## src/rtl/uda_map.vh

```
// Register offsets, field positions, reset values for the engine pair.
// Assumes 16-bit word registers at printed byte addresses.
`ifndef UDA_MAP_VH
`define UDA_MAP_VH

`define UDA_E1_ADDR 16'hc08e
`define UDA_E1_STAT 16'hc090
`define UDA_E1_FRAME 16'hc092
`define UDA_E2_ADDR 16'hc0ae
`define UDA_E2_STAT 16'hc0b0
`define UDA_E2_FRAME 16'hc0b2

`define UDA_ADDR_RST 7'h00
`define UDA_ADDR_MSB 6
`define UDA_ST_VBUS 15
`define UDA_ST_ID 14
`define UDA_ST_SOF 9
`define UDA_ST_RST 8
`define UDA_ST_EP_MSB 7
`define UDA_FR_FLAG 15
`define UDA_FR_CNT_MSB 14
`define UDA_FR_CNT_LSB 12
`define UDA_FR_NUM_MSB 10
`define UDA_ST_MASK1 16'hc3ff
`define UDA_ST_MASK2 16'h03ff

`endif

```

## src/rtl/uda_top.v

```verilog
// Two-engine address/status/frame block behind a 16-bit word port.
// Processor and parallel host port share it; processor wins a clash.
`timescale 1ns/10ps
module uda_top (
    // Clock and reset
    input wire clk,
    input wire rst,
    // Processor register port
    input wire cpu_sel,
    input wire cpu_wr,
    input wire [15:0] cpu_addr,
    input wire [15:0] cpu_wdata,
    output reg [15:0] cpu_rdata,
    // Parallel host port register access
    input wire parallel_host_port_sel,
    input wire parallel_host_port_wr,
    input wire [15:0] parallel_host_port_addr,
    input wire [15:0] parallel_host_port_wdata,
    output reg [15:0] parallel_host_port_rdata,
    // OTG capable port pins
    input wire otg_capable_port_vbus_valid,
    input wire otg_capable_port_id,
    // Engine one link events
    input wire e1_sof_eop_seen,
    input wire [10:0] e1_sof_frame,
    input wire e1_sof_frame_valid,
    input wire e1_sof_timeout,
    input wire e1_sof_timeout_en,
    input wire e1_bus_reset_seen,
    input wire e1_token_valid,
    input wire [6:0] e1_token_addr,
    input wire [7:0] e1_ep_done,
    input wire [7:0] e1_ep_nak,
    input wire [7:0] e1_ep_nak_irq_en,
    // Engine two link events
    input wire e2_sof_eop_seen,
    input wire [10:0] e2_sof_frame,
    input wire e2_sof_frame_valid,
    input wire e2_sof_timeout,
    input wire e2_sof_timeout_en,
    input wire e2_bus_reset_seen,
    input wire e2_token_valid,
    input wire [6:0] e2_token_addr,
    input wire [7:0] e2_ep_done,
    input wire [7:0] e2_ep_nak,
    input wire [7:0] e2_ep_nak_irq_en,
    // Results
    output reg e1_token_match,
    output reg e2_token_match,
    output reg [15:0] e1_status_out,
    output reg [15:0] e2_status_out
);
`include "uda_map.vh"

////////////////////////////////////////////////////////////////////////
// Decode helper shared by both ports
function hit;
    input sel;
    input [15:0] addr;
    input [15:0] target;
    begin
        hit = sel && (addr == target);
    end
endfunction

wire cpu_wen;
wire hp_wen;
reg wr_go;
reg [15:0] wr_addr;
reg [15:0] wr_data;
wire [15:0] e1_stat;
wire [15:0] e2_stat;
wire [15:0] e1_frame;
wire [15:0] e2_frame;
wire e1_match;
wire e2_match;

assign cpu_wen = cpu_sel && cpu_wr;
assign hp_wen = parallel_host_port_sel && parallel_host_port_wr;

// One write per cycle; processor first, host port write dropped on clash
always @* begin
    wr_go = cpu_wen || hp_wen;
    wr_addr = cpu_wen ? cpu_addr : parallel_host_port_addr;
    wr_data = cpu_wen ? cpu_wdata : parallel_host_port_wdata;
end

////////////////////////////////////////////////////////////////////////
uda_engine #(
    .STAT_MASK(`UDA_ST_MASK1)
) u_eng1 (
    .clk(clk),
    .rst(rst),
    .addr_wr(hit(wr_go, wr_addr, `UDA_E1_ADDR)),
    .stat_wr(hit(wr_go, wr_addr, `UDA_E1_STAT)),
    .wdata(wr_data),
    .otg_vbus_valid(otg_capable_port_vbus_valid),
    .otg_id(otg_capable_port_id),
    .sof_eop_seen(e1_sof_eop_seen),
    .sof_frame(e1_sof_frame),
    .sof_frame_valid(e1_sof_frame_valid),
    .sof_timeout(e1_sof_timeout),
    .sof_timeout_en(e1_sof_timeout_en),
    .bus_reset_seen(e1_bus_reset_seen),
    .token_valid(e1_token_valid),
    .token_addr(e1_token_addr),
    .ep_done(e1_ep_done),
    .ep_nak(e1_ep_nak),
    .ep_nak_irq_en(e1_ep_nak_irq_en),
    .dev_addr(), // Write only; used inside the engine
    .status(e1_stat),
    .frame_reg(e1_frame),
    .token_match(e1_match)
);

// Engine two has no OTG pins; its mask keeps bits 15:14 at zero
uda_engine #(
    .STAT_MASK(`UDA_ST_MASK2)
) u_eng2 (
    .clk(clk),
    .rst(rst),
    .addr_wr(hit(wr_go, wr_addr, `UDA_E2_ADDR)),
    .stat_wr(hit(wr_go, wr_addr, `UDA_E2_STAT)),
    .wdata(wr_data),
    .otg_vbus_valid(1'b0),
    .otg_id(1'b0),
    .sof_eop_seen(e2_sof_eop_seen),
    .sof_frame(e2_sof_frame),
    .sof_frame_valid(e2_sof_frame_valid),
    .sof_timeout(e2_sof_timeout),
    .sof_timeout_en(e2_sof_timeout_en),
    .bus_reset_seen(e2_bus_reset_seen),
    .token_valid(e2_token_valid),
    .token_addr(e2_token_addr),
    .ep_done(e2_ep_done),
    .ep_nak(e2_ep_nak),
    .ep_nak_irq_en(e2_ep_nak_irq_en),
    .dev_addr(),
    .status(e2_stat),
    .frame_reg(e2_frame),
    .token_match(e2_match)
);

////////////////////////////////////////////////////////////////////////
// Address registers are write only and read back as zero
function [15:0] read_mux;
    input sel;
    input [15:0] addr;
    input [15:0] s1;
    input [15:0] f1;
    input [15:0] s2;
    input [15:0] f2;
    begin
        read_mux = 16'h0000;
        if (sel) begin
            case (addr)
                `UDA_E1_STAT: read_mux = s1;
                `UDA_E1_FRAME: read_mux = f1;
                `UDA_E2_STAT: read_mux = s2;
                `UDA_E2_FRAME: read_mux = f2;
                default: read_mux = 16'h0000;
            endcase
        end
    end
endfunction

// Read data registered; reflects state before any same-cycle write
always @(posedge clk) begin
    if (rst) begin
        cpu_rdata <= 16'h0000;
        parallel_host_port_rdata <= 16'h0000;
        e1_token_match <= 1'b0;
        e2_token_match <= 1'b0;
        e1_status_out <= 16'h0000;
        e2_status_out <= 16'h0000;
    end else begin
        cpu_rdata <= read_mux(cpu_sel && !cpu_wr, cpu_addr,
            e1_stat, e1_frame, e2_stat, e2_frame);
        parallel_host_port_rdata <= read_mux(
            parallel_host_port_sel && !parallel_host_port_wr,
            parallel_host_port_addr,
            e1_stat, e1_frame, e2_stat, e2_frame);
        e1_token_match <= e1_match;
        e2_token_match <= e2_match;
        e1_status_out <= e1_stat;
        e2_status_out <= e2_stat;
    end
end

endmodule // uda_top

```

## src/rtl/uda_engine.v

```verilog
// One engine: address, sticky status flags, frame number register.
// Assumes link events are one-cycle pulses in the clk domain.
`timescale 1ns/10ps
module uda_engine #(
    parameter [15:0] STAT_MASK = 16'hc3ff
) (
    // Clock and reset
    input wire clk,
    input wire rst,
    // Register access, already decoded
    input wire addr_wr,
    input wire stat_wr,
    input wire [15:0] wdata,
    // Link events
    input wire otg_vbus_valid,
    input wire otg_id,
    input wire sof_eop_seen,
    input wire [10:0] sof_frame,
    input wire sof_frame_valid,
    input wire sof_timeout,
    input wire sof_timeout_en,
    input wire bus_reset_seen,
    input wire token_valid,
    input wire [6:0] token_addr,
    input wire [7:0] ep_done,
    input wire [7:0] ep_nak,
    input wire [7:0] ep_nak_irq_en,
    // State
    output reg [6:0] dev_addr,
    output reg [15:0] status,
    output reg [15:0] frame_reg,
    output reg token_match
);
`include "uda_map.vh"

reg vbus_q;
reg id_q;
reg edges_armed;
reg [15:0] next_status;
reg [15:0] set_bits;

////////////////////////////////////////////////////////////////////////
always @(posedge clk) begin
    if (rst) begin
        dev_addr <= `UDA_ADDR_RST;
    end else if (addr_wr) begin
        dev_addr <= wdata[`UDA_ADDR_MSB:0];
    end
end

always @(posedge clk) begin
    if (rst) begin
        token_match <= 1'b0;
    end else begin
        token_match <= token_valid && (token_addr == dev_addr);
    end
end

////////////////////////////////////////////////////////////////////////
// Edge memory armed after reset so a strapped level makes no flag
always @(posedge clk) begin
    if (rst) begin
        vbus_q <= 1'b0;
        id_q <= 1'b0;
        edges_armed <= 1'b0;
    end else begin
        vbus_q <= otg_vbus_valid;
        id_q <= otg_id;
        edges_armed <= 1'b1;
    end
end

always @* begin
    set_bits = 16'h0000;
    set_bits[`UDA_ST_VBUS] = edges_armed && (vbus_q ^ otg_vbus_valid);
    set_bits[`UDA_ST_ID] = edges_armed && (id_q ^ otg_id);
    set_bits[`UDA_ST_SOF] = sof_eop_seen;
    set_bits[`UDA_ST_RST] = bus_reset_seen;
    set_bits[`UDA_ST_EP_MSB:0] = ep_done
        | (ep_nak & ep_nak_irq_en);
    set_bits = set_bits & STAT_MASK;
    next_status = status;
    if (stat_wr) begin
        next_status = status & ~wdata;
    end
    next_status = (next_status | set_bits) & STAT_MASK;
end

always @(posedge clk) begin
    if (rst) begin
        status <= 16'h0000;
    end else begin
        status <= next_status;
    end
end

////////////////////////////////////////////////////////////////////////
always @(posedge clk) begin
    if (rst) begin
        frame_reg <= 16'h0000;
    end else begin
        if (sof_frame_valid) begin
            frame_reg[`UDA_FR_NUM_MSB:0] <= sof_frame;
        end
        if (sof_eop_seen) begin
            frame_reg[`UDA_FR_CNT_MSB:`UDA_FR_CNT_LSB] <= 3'h0;
        end else if (sof_timeout && sof_timeout_en) begin
            frame_reg[`UDA_FR_CNT_MSB:`UDA_FR_CNT_LSB] <=
                frame_reg[`UDA_FR_CNT_MSB:`UDA_FR_CNT_LSB] + 3'h1;
        end
        if (sof_timeout && sof_timeout_en) begin
            frame_reg[`UDA_FR_FLAG] <= 1'b1;
        end else if (sof_eop_seen) begin
            frame_reg[`UDA_FR_FLAG] <= 1'b0;
        end
    end
end

endmodule // uda_engine

```

## config.mk

```make
export PLATFORM = sky130hd
export DESIGN_NAME = uda_top
export DESIGN_NICKNAME = d
export VERILOG_FILES = /design/src/rtl/uda_top.v /design/src/rtl/uda_engine.v
export VERILOG_INCLUDE_DIRS = /design/src /design/src/rtl
export SDC_FILE = /design/constraint.sdc
export NUM_CORES = 1
export LEC_CHECK = 0
export BUFFER_PORTS_ARGS = -buffer_cell sky130_fd_sc_hd__buf_2
export CAP_MARGIN = 20
export CELL_PAD_IN_SITES_DETAIL_PLACEMENT = 1
export CELL_PAD_IN_SITES_GLOBAL_PLACEMENT = 2
export CORE_AREA = 2 2 123 155
export CTS_CLUSTER_DIAMETER = 80
export DETAILED_ROUTE_END_ITERATION = 8
export DIE_AREA = 0 0 125 157
export PLACE_DENSITY = 0.82
export SLEW_MARGIN = 20
export SYNTH_ARGS = -nofsm -noshare
export SYNTH_HDL_FRONTEND = slang
export SYNTH_SLANG_ARGS = --single-unit
```

## constraint.sdc

```tcl
create_clock -name clk -period 5.1 [get_ports clk]
set_clock_uncertainty 0.2 [all_clocks]
set_input_delay 0.255 -clock clk [delete_from_list [all_inputs] [get_ports clk]]
set_output_delay 0.255 -clock clk [all_outputs]
set_load 0.005 [all_outputs]
```

-- After elaboration in Yosys (flattened, before gate mapping)
Index checks and enable logic that the tools add are counted.
- logic and storage cells: 85
- memory bits (writable): 0
- flip-flop bits (word level): 135
- ROM bits: 0
- memories kept: 0
- bits in latches: 0
- reduce and logical (&&, ||, !) cells: 23
- add/sub/neg operators: 2
- shifts and indexed selects: 0
- multipliers: 0
- muxes and demuxes: 11
- equal/unequal tests: 14
- bitwise gates (word level): 13
- div/mod/pow operators: 0
- $lt $le $gt $ge: 0
- operators with widths (cell ; count):
    $eq 16x16->1 const B ; 12
    $pmux 16 s4 ; 2
    $mux 16 ; 3
    $and 16x16->16 ; 1
    $and 8x8->8 ; 2
    $not 16->16 ; 1
    $or 16x16->16 ; 1
    $or 8x8->8 ; 2
    $eq 7x7->1 ; 2
    $logic_and 1x1->1 ; 14
    $and 10x10->10 ; 1
    $mux 10 ; 1
    $or 10x10->10 ; 1
    $reduce_or 2->1 ; 4
    $add 3x1->3 const B ; 2
    $mux 1 ; 5
    $reduce_bool 2->1 ; 2
    $logic_not 1->1 ; 2
    $not 1->1 ; 2
    $xor 1x1->1 ; 2
    $logic_or 1x1->1 ; 1

-- Depth between registers and ports, before layout
Gate-level depths: netlist of the first run.
- depth in word-level cells: 6
- depth in mapped cells: 6
- gate-level depth less buffers: 5

-- Modules after synthesis
From an unflattened synthesis of the first run, not the netlist that was laid out.
- cell total of the unflattened synthesis: 515
- area total of the unflattened synthesis: 6133.4 um^2
- modules (own cells, without submodules) (module ; times used ; area an instance (um^2) ; cells an instance):
    uda_top ; 1 ; 3246.9 ; 231
    uda_engine at u_eng1 ; 1 ; 1520.2 ; 149
    uda_engine at u_eng2 ; 1 ; 1366.3 ; 135

-- Worst setup path before layout of the first run
Ideal clock, no wire load.
- path type: input port to flip-flop
- from: input port parallel_host_port_addr[13]
- to: register u_eng2.status[6]
- arrival time: 1.592 ns
- slack: 3.175 ns
- path buffers: 1
- stages on the path: 6
- cells stage by stage: nor4bb_1 > nand3_1 > a211oi_1 > nor2b_1 > buf_2 > a311oi_1
- word-level cells in the longest chain between the ends: 5
- RTL lines (what ; RTL line ; RTL):
    start: declaration ; uda_top.v:17 ; input wire [15:0] parallel_host_port_addr,
    $mux 16 ; uda_top.v:84 ; wr_addr = cpu_wen ? cpu_addr : parallel_host_port_addr;
    $eq 16x16->1 ; uda_top.v:62 ; hit = sel && (addr == target);
    $logic_and 1x1->1 ; uda_top.v:62 ;
    $mux 10 ; uda_engine.v:83 ; if (stat_wr) begin
    $or 10x10->10 ; uda_engine.v:86 ; next_status = (next_status | set_bits) & STAT_MASK;
    end signal: assignment ; uda_engine.v:93 ; status <= next_status;
    end: declaration ; uda_engine.v:30 ; output reg [15:0] status,
Every way passes these cells.
A chain may end at the register's enable or synchronous reset.

-- Final worst setup path of the first run
- from: input port cpu_wr
- to: register u_eng1.status[8]
- word-level cells in the longest chain between the ends: 6
- RTL lines (what ; RTL line ; RTL):
    start: declaration ; uda_top.v:10 ; input wire cpu_wr,
    $logic_and 1x1->1 (*) ; uda_top.v:78 ; assign cpu_wen = cpu_sel && cpu_wr;
    $mux 16, on equally long branches ; uda_top.v:84, uda_top.v:85 ;
    $eq 16x16->1 / $not 16->16 (equally long branches) ; n/a ;
    $logic_and 1x1->1 / $and 16x16->16 (equally long branches) ; uda_top.v:62, uda_engine.v:84 ;
    $mux 16 (*) ; uda_engine.v:83 ;
    $or 16x16->16 (*) ; uda_engine.v:86 ;
    end signal: assignment ; uda_engine.v:93 ;
    end: declaration ; uda_engine.v:30 ;
Mark *: on every way between the ends. The rest lies on a longest branch, timed or not.

==> results of run 1 <==
worst reg2reg max path: cells and delay by family, from the launching register on:
family,cells,cell delay (ns)
xor+xnor,1,0.12
flops,1,0.35
buf+inv,2,1.16
simple gates,2,0.34
routing by layer:
metal | wire length [um] | vias to the layer above | GRT usage
li1 | - | 2297 | -
met1 | 7290 | 2350 | 0.211
met2 | 9330 | 158 | 0.335
met3 | 902 | 36 | 0.0398
met4 | 547 | 0 | 0.0852
met5 | 0 | - | 0
metrics by stage:
step           setup WS (ns)  power [uW]  instances
5_1_grt                 1.63        2640        999
2_1_floorplan           3.17        1200        519
6_report                1.83        2540        999
4_1_cts                 1.83        2570        998
3_3_place_gp            2.01        1300        923
3_5_place_dp            1.90        1310        923
synthesized netlist by cell type (2+ instances only):
master,count,area share
nor4bb_1,2,0.0037
a211oi_1,9,0.013
a221oi_1,2,0.0033
nand2_1,3,0.0021
and2_1,3,0.0035
buf_1,6,0.0042
mux2_2,10,0.021
buf_2,9,0.0084
dfxtp_1,125,0.47
nor4_1,5,0.0058
nor3_1,15,0.014
a211oi_2,3,0.0070
nor2b_1,60,0.070
xor2_1,10,0.016
xnor2_1,10,0.016
and3_1,7,0.0081
a22o_1,2,0.0033
inv_1,5,0.0035
mux2i_1,44,0.082
nand4_1,4,0.0047
clkbuf_1,11,0.0077
nand2b_1,2,0.0023
a21oi_1,30,0.028
buf_4,12,0.017
mux4_2,20,0.084
or2_2,2,0.0023
ha_1,2,0.0047
nand3_1,9,0.0084
and4b_1,3,0.0056
nor2_1,55,0.038
a311oi_1,14,0.023
repair_timing:
item                                   in CTS  in global routing
endpoints found under the hold margin      41                  0
hold buffers                               44                  0
setup buffers                               0                  0
worst max path at each step:
stage,endpoint,slack (ns),cells past startpoint
final,u_eng1.status[8]$_SDFF_PP0_,1.83,7
after global routing,u_eng1.status[8]$_SDFF_PP0_,1.63,7
after CTS,u_eng1.status[8]$_SDFF_PP0_,1.83,7
after detailed placement,u_eng1.status[3]$_SDFF_PP0_,1.90,6
after global placement,u_eng1.status[3]$_SDFF_PP0_,2.01,6
after floorplan,u_eng2.status[6]$_SDFF_PP0_,3.17,6
area by class of cell:
type | count | area [um2] | area share
Clock inverter | 7 | 113 | 0.0148
Sequential cell | 125 | 2500 | 0.329
Multi-Input combinational cell | 350 | 2690 | 0.354
Tap cell | 228 | 285 | 0.0375
Inverter | 5 | 18.8 | 0.00247
Antenna cell | 1 | 2.50 | 0.000329
Timing Repair Buffer | 259 | 1520 | 0.200
Clock buffer | 24 | 472 | 0.0620
power breakdown:
group | internal [uW] | total, uW | switching [uW] | leakage (uW)
Combinational | 154 | 276 | 122 | 0.00210
Clock | 789 | 1220 | 430 | 0.000284
Sequential | 1010 | 1040 | 28.0 | 0.00102
kinds of logic after synthesis:
logic type	share of synthesized area
and+or+nand+nor	0.179
DFF	0.465
muxes	0.187
AOI/OAI and AO/OA	0.0888
buffers and inverters	0.0426
xor gates and xnor gates	0.0326
adders and majority gates	0.00465
other	0.000697
==> qor.yml, run 1 <==
final_area_um2: 7610
slowest_stage: "and2_2"
grt_max_degree: 95
post_dp_cell_area_um2: 6580
overflow: 0
n_fill_cell: 2103
grt_pass1_vias: 5336
layout.nets: 928
final_layout_size_suffix_gt1_frac: 0.365
htreeDepth: 4
ir_worst_vdd_uv: 191
io_buffers: 213
mappedNetlistArea_um2: 5380
max_stage_delay_ns: 0.64
r2r-start: "u_eng2.dev_addr[3]$_SDFFE_PP0P_"
reg2reg_setup_slack_ns: 2.87
insertion_delay_ns: 0.41
cts_buffer_depth: 2
hold_end: "u_eng2.status[9]$_SDFF_PP0_"
firstDrtPassIters: 4
critical_path_buf_inv_count: 2
worst_hold_slack_ns: 0.0158
rows: 55
rr_endpoint: "u_eng2.token_match$_SDFF_PP0_"
initial_utilization: 0.298
avgSynthCellArea_um2: 10.6
rsz0062_at_grt: "false"
reg2reg_depth: 5
crit_top_cell: "a211oi_1"
vias: 4841
worstPathCellList: "buf_2 -> and2_2 -> nand3_1 -> a211oi_1 -> and2_1 -> a211oi_1 -> dlygate4sd3_1"
io_pins: 234
p_per_area_nw_per_um2: 334
fp.dieH_um: 157
grt_pass1_wl_um: 28300
leakage_uw: 0.00341
core_um2: 18000
cts_tree: "yes"
drt-total-wl_um: 18100
synth.yosys.warnings: 0
period_share: 0.641
max_slew_margin: 0.296
async_flop_share: 0
crit_arrival_ns: 3.37
cp_top_family: "simple AND/OR/NAND/NOR gates"
antenna_found_initial: 1
ant_nets: 0
max_cap_viol_count: 0
tightest_slew_ns: 1.06
cts-resized-gates: 0
hpwl_um: 13100
syn2layout_area_growth_pct: 41.4
drtIter0Drc: 172
slew_violations: 0
numCtsBuffers: 17
die-area_um2: 19600
crit_path_end_kind: "register"
track_usage: 0.186
hold_viol_final: 0
max_freq_mhz: 306
final_common_cell: "buf_2"
avgViaCountPerCell: 4.85
ys.flop_type: "dfxtp_1"
synth-seq-cells: 125
cp.required_ns: 5.20
place.gp.congestion: 0.792
setup_viol: 0
crit_start: "cpu_wr"
drc: 0
tns_ns: 0
synth_edf_count: 0
period_minus_slack_ns: 3.27
outcome: "completed"
detail_route.wl_per_cell_um: 18.1
startpoint_type: "input port"
syn_inst: 508
die_w_um: 125
clock-sinks: 125
seq_area_frac_synth: 0.465
hp-start: "parallel_host_port_wdata[9]"
cts_root_buffer: "clkbuf_16"
synth_cell_types: 45
final_cell_mix: "212 x buf_2, 125 x dfxtp_1, 60 x nor2b_1"
hp-class: "input port to register"
hold_depth: 4
clk_pin_slew_ns: 0.05
critPathMaxFanout: 22
worstSetupPathType: "input port to register"
fin_util: 0.422
No activity file was read; power rests on OpenSTA's default activity.
==> run 2: changes to the inputs <==
ABC_AREA = 1   (was default)
CORE_AREA = 2 2 143 180   (was 2 2 123 155)
DIE_AREA = 0 0 145 182   (was 0 0 125 157)
PLACE_DENSITY = 0.79   (was 0.82)
clock period = 3.3 ns   (was 5.1 ns; I/O delays follow)
==> run 2 against run 1 <==
  * Hold slack worse by 0.015 ns
  * Sequential power increased by 59%
  * Synthesized cell count rose by 88%
  * Worst setup slack worse by 1.4 ns
  * Critical endpoint is now u_eng2.token_match$_SDFF_PP0_
==> qor.yml, run 2 <==
outcome: "completed"
avgViaCountPerCell: 4.46
cp_top_family: "buffers and inverters"
period_minus_slack_ns: 2.86
period_share: 0.865
yosysTopAreaCell: "dfxtp_1"
max_stage_delay_ns: 0.59
rr_endpoint: "u_eng2.token_match$_SDFF_PP0_"
reg2reg_depth: 9
syn_inst: 956
grt_pass1_wl_um: 38600
grt_pass1_vias: 7232
reg2reg_setup_slack_ns: 0.44
clock-sinks: 125
max_cap_viol_count: 0
crit_arrival_ns: 3.01
numCtsBuffers: 17
avgSynthCellArea_um2: 6.65
die-area_um2: 26400
cts-resized-gates: 0
die_w_um: 145
seq_area_frac_synth: 0.393
fp.dieH_um: 182
htreeDepth: 4
hpwl_um: 18500
track_usage: 0.186
place.gp.congestion: 0.845
drc: 0
slew_violations: 0
syn2layout_area_growth_pct: 41.4
slowest_stage: "dlygate4sd3_1"
cp.required_ns: 3.46
synth_edf_count: 0
crit_cells: 9
hp-class: "input port to register"
grt_max_degree: 49
detail_route.wl_per_cell_um: 15.4
final_cells: 1581
leakage_uw: 0.00447
crit_start: "u_eng2.dev_addr[6]$_SDFFE_PP0P_"
startpoint_type: "register"
io_buffers: 213
core_um2: 24800
worstPathCellList: "inv_1 -> nand2_1 -> o21ai_0 -> a221oi_1 -> dlygate4sd3_1 -> nand2_1 -> dlygate4sd3_1 -> nor2_1 -> dlygate4sd3_1"
async_flop_share: 0
rsz0062_at_grt: "false"
insertion_delay_ns: 0.42
vias: 7053
final_layout_size_suffix_gt1_frac: 0.260
yosysMostFrequentCell: "nand2_1"
p_per_area_nw_per_um2: 442
layout.nets: 1403
clk_pin_slew_ns: 0.06
drtIter0Drc: 296
max_freq_mhz: 350
firstDrtPassIters: 4
synth-seq-cells: 125
crit_top_cell: "dlygate4sd3_1"
synthTopCellsByCount: "217 x nand2_1, 160 x nor2_1, 125 x dfxtp_1, 108 x nand3_1, 95 x inv_1"
worst_hold_slack_ns: 0.000651
crit_path_end_kind: "register"
tns_ns: 0
initial_utilization: 0.256
worstSetupPathType: "register to register"
ys.flop_type: "dfxtp_1"
r2r-start: "u_eng2.dev_addr[6]$_SDFFE_PP0P_"
synth_area_leaders: "dfxtp_1 39%, nand2_1 13%, nor2_1 9.4%"
n_antenna_cell: 0
cts_root_buffer: "clkbuf_16"
ant_nets: 0
cts_buffer_depth: 2
antenna_found_initial: 0
tightest_slew_ns: 0.833
setup_viol: 0
critPathMaxFanout: 3
critical_path_buf_inv_count: 4
final_common_cell: "nand2_1"
ir_worst_vdd_uv: 273
dp_cells: 1471
cts_tree: "yes"
io_pins: 234
critPathCapture: "u_eng2.token_match$_SDFF_PP0_"
max_slew_margin: 0.443
mappedNetlistArea_um2: 6360
rows: 65
overflow: 0
drt-total-wl_um: 24400
synth.yosys.warnings: 0
final_cell_mix: "217 x nand2_1, 213 x buf_2, 160 x nor2_1"
synth_top_area_frac: 0.393
hold_viol_final: 0
synth_cell_types: 36
==> run 2: where the power goes <==
part           total (uW)  switching (uW)  leakage (uW)  internal, uW
Sequential           1650            66.0       0.00103          1580
Combinational         470             248       0.00316           222
Clock                1860             690      0.000278          1170
==> run 2: repair_timing <==
| action | in CTS | in global routing |
|---|---|---|
| setup buffers | 0 | 0 |
| endpoints found under the setup margin | 0 | 0 |
| hold buffers | 78 | 0 |
| hold endpoints to repair | 49 | 0 |
==> run 2: cell type report <==
class | instances | area, um2
multi-input cells | 684 | 3180
clock buffers | 22 | 474
inverters | 105 | 394
clock inverters | 10 | 114
fillers | 3214 | 15800
well taps | 335 | 419
repair buffers | 300 | 1910
flip-flops and latches | 125 | 2500
==> run 2: kinds of logic (layout without fill, tap and decap cells) <==
logic type / Yosys count / in the layout / synth area share
and+or+nand+nor: 599 / 599 / 0.427
buffers and inverters: 158 / 437 / 0.113
DFF: 125 / 125 / 0.393
AOI/OAI and AO/OA: 69 / 69 / 0.0590
adders and majority gates: 2 / 2 / 0.00393
xor gates and xnor gates: 2 / 2 / 0.00275
other: 1 / 12 / 0.000590
==> run 2: through the flow <==
stage               utilization  power, uW  worst slack, ns  cell area (um2)
global route              0.363       4140            0.281             9000
finish                    0.363       3970            0.445             9000
detailed placement        0.307       2080             1.13             7630
CTS                       0.363       4020            0.476             9000
floorplan                     -       1870             1.88             6400
global placement          0.307       2070             1.16             7630
==> run 2: tightest hold or removal path, stage by stage <==
cell,delay [ns]
buf_2,0.10
a21oi_1,0.14
or2_2,0.12
nand2_1,0.04
==> run 2: worst min-delay path by stage <==
stage                                    from                           to  cells after the start
after floorplan           otg_capable_port_id       u_eng1.id_q$_SDFF_PP0_                      2
after global placement      e1_bus_reset_seen  u_eng1.status[8]$_SDFF_PP0_                      3
after global routing      e2_ep_nak_irq_en[7]  u_eng2.status[7]$_SDFF_PP0_                      4
after detailed placement    e1_bus_reset_seen  u_eng1.status[8]$_SDFF_PP0_                      3
after CTS                       e2_ep_done[2]  u_eng2.status[2]$_SDFF_PP0_                      4
final                     e2_ep_nak_irq_en[7]  u_eng2.status[7]$_SDFF_PP0_                      4
==> run 2: routing by layer <==
layer,part of all wire,vias up,track usage
met3,0.042,31,0.0324
met5,0,-,0
met2,0.51,174,0.340
met4,0.022,0,0.0626
li1,-,3571,-
met1,0.42,3277,0.220
==> run 3: changes to the inputs <==
CTS_BUF_LIST = sky130_fd_sc_hd__clkbuf_8 sky130_fd_sc_hd__clkbuf_16   (was default)
==> run 3 against run 2 <==
  * Hold slack better by 0.00078 ns
  * Highest routed layer unchanged
  * Worst setup slack better by 0.0028 ns
  * Maximum frequency about the same
  * Critical path depth unchanged
  * Critical endpoint unchanged
  * Clock power about the same
  * Via count about the same
  * Flip-flop and latch count unchanged
  * Wire length about the same
  * Critical path type unchanged
==> qor.yml, run 3 (same netlist as run 2, synthesis figures left out) <==
die-area_um2: 26400
place.gp.congestion: 0.845
slew_violations: 0
grt_pass1_vias: 7232
overflow: 0
leakage_uw: 0.00448
max_cap_viol_count: 0
initial_utilization: 0.256
final_cell_mix: "217 x nand2_1, 213 x buf_2, 160 x nor2_1"
fp.dieH_um: 182
routed-wl-met2_um: 12500
n_antenna_cell: 0
insertion_delay_ns: 0.42
grt_pass1_wl_um: 38600
rsz0062_at_grt: "false"
max_slew_margin: 0.453
rows: 65
outcome: "completed"
die_w_um: 145
tightest_slew_ns: 0.818
period_minus_slack_ns: 2.85
io_pins: 234
wl_met3_um: 941
p_per_area_nw_per_um2: 441
htreeDepth: 4
setup_viol: 0
ant_nets: 0
final_layout_size_suffix_gt1_frac: 0.260
cts_buffer_depth: 2
layout.nets: 1403
antenna_found_initial: 0
period_share: 0.864
crit_arrival_ns: 3.01
drt-total-wl_um: 24400
startpoint_type: "register"
ir_worst_vdd_uv: 272
fin_util: 0.363
final_common_cell: "nand2_1"
hpwl_um: 18500
cp.required_ns: 3.46
cts-resized-gates: 0
syn2layout_area_growth_pct: 41.4
critPathMaxFanout: 3
firstDrtPassIters: 4
numCtsBuffers: 17
core_um2: 24800
drc: 0
max_freq_mhz: 351
clock-sinks: 125
vias: 7048
drtIter0Drc: 351
grt_max_degree: 49
detail_route.wl_per_cell_um: 15.4
worstSetupPathType: "register to register"
hold_viol_final: 0
cts_tree: "yes"
cts_root_buffer: "clkbuf_16"
clk_pin_slew_ns: 0.06
avgViaCountPerCell: 4.46
tns_ns: 0
io_buffers: 213
hp-class: "input port to register"
track_usage: 0.186
top_layer_used: "met4"
crit_path_end_kind: "register"
met1Wirelength_um: 10400
[run 3: what timing repair did]
| item | 4_1_cts | 5_1_grt |
|---|---|---|
| setup endpoints to repair | 0 | 0 |
| hold endpoints to repair | 49 | 0 |
| buffers inserted | 0 | 0 |
| hold buffers | 78 | 0 |
[run 3: cell type report]
type	instances	area [um2]
sequential	125	2500
multi-input combinational	684	3180
timing repair buffer	300	1910
inverter	105	394
clock inverter	12	121
fill	3214	15800
tap	335	419
clock buffer	20	467
[run 3: path summary, 6_finish.rpt]
path / from / endpoint / slack (ns) / cells past startpoint
setup / recovery: u_eng2.dev_addr[6]$_SDFFE_PP0P_ / u_eng2.token_match$_SDFF_PP0_ / 0.45 / 9
setup reg to reg: u_eng2.dev_addr[6]$_SDFFE_PP0P_ / u_eng2.token_match$_SDFF_PP0_ / 0.45 / 9
hold reg to reg: u_eng2.token_match$_SDFF_PP0_ / e2_token_match$_SDFF_PP0_ / 0.21 / 2
hold / removal: e2_ep_nak_irq_en[7] / u_eng2.status[7]$_SDFF_PP0_ / 0.001 / 4
[run 3: power breakdown]
part	internal, uW	switching, uW	total [uW]
Clock	1160	689	1850
Combinational	222	247	470
Sequential	1580	66.2	1650
Total	2970	1000	3970
[run 3: critical path, stage by stage, from the launching register on]
cell and delay (ns):
dfxtp_1 0.31, inv_1 0.06, nand2_1 0.06, o21ai_0 0.07, a221oi_1 0.21, dlygate4sd3_1 0.59, nand2_1 0.05, dlygate4sd3_1 0.56
nor2_1 0.12, dlygate4sd3_1 0.58
[run 3: per-layer routing]
layer	global-route usage	vias up
li1	-	3568
met5	0	-
met1	0.220	3287
met3	0.0324	29
met2	0.340	164
met4	0.0626	0
[run 3: per-stage QoR]
stage	power [uW]	cell area [um2]	hold WS, ns	setup slack (ns)	std cells
after detailed placement	2080	7630	0.166	1.13	1471
final	3970	9000	0.00143	0.448	1581
after global routing	4140	9000	0.0288	0.281	1581
after CTS	4010	9000	0.00220	0.476	1581
after floorplan	1870	6400	0.0720	1.88	967
after global placement	2070	7630	0.170	1.16	1471
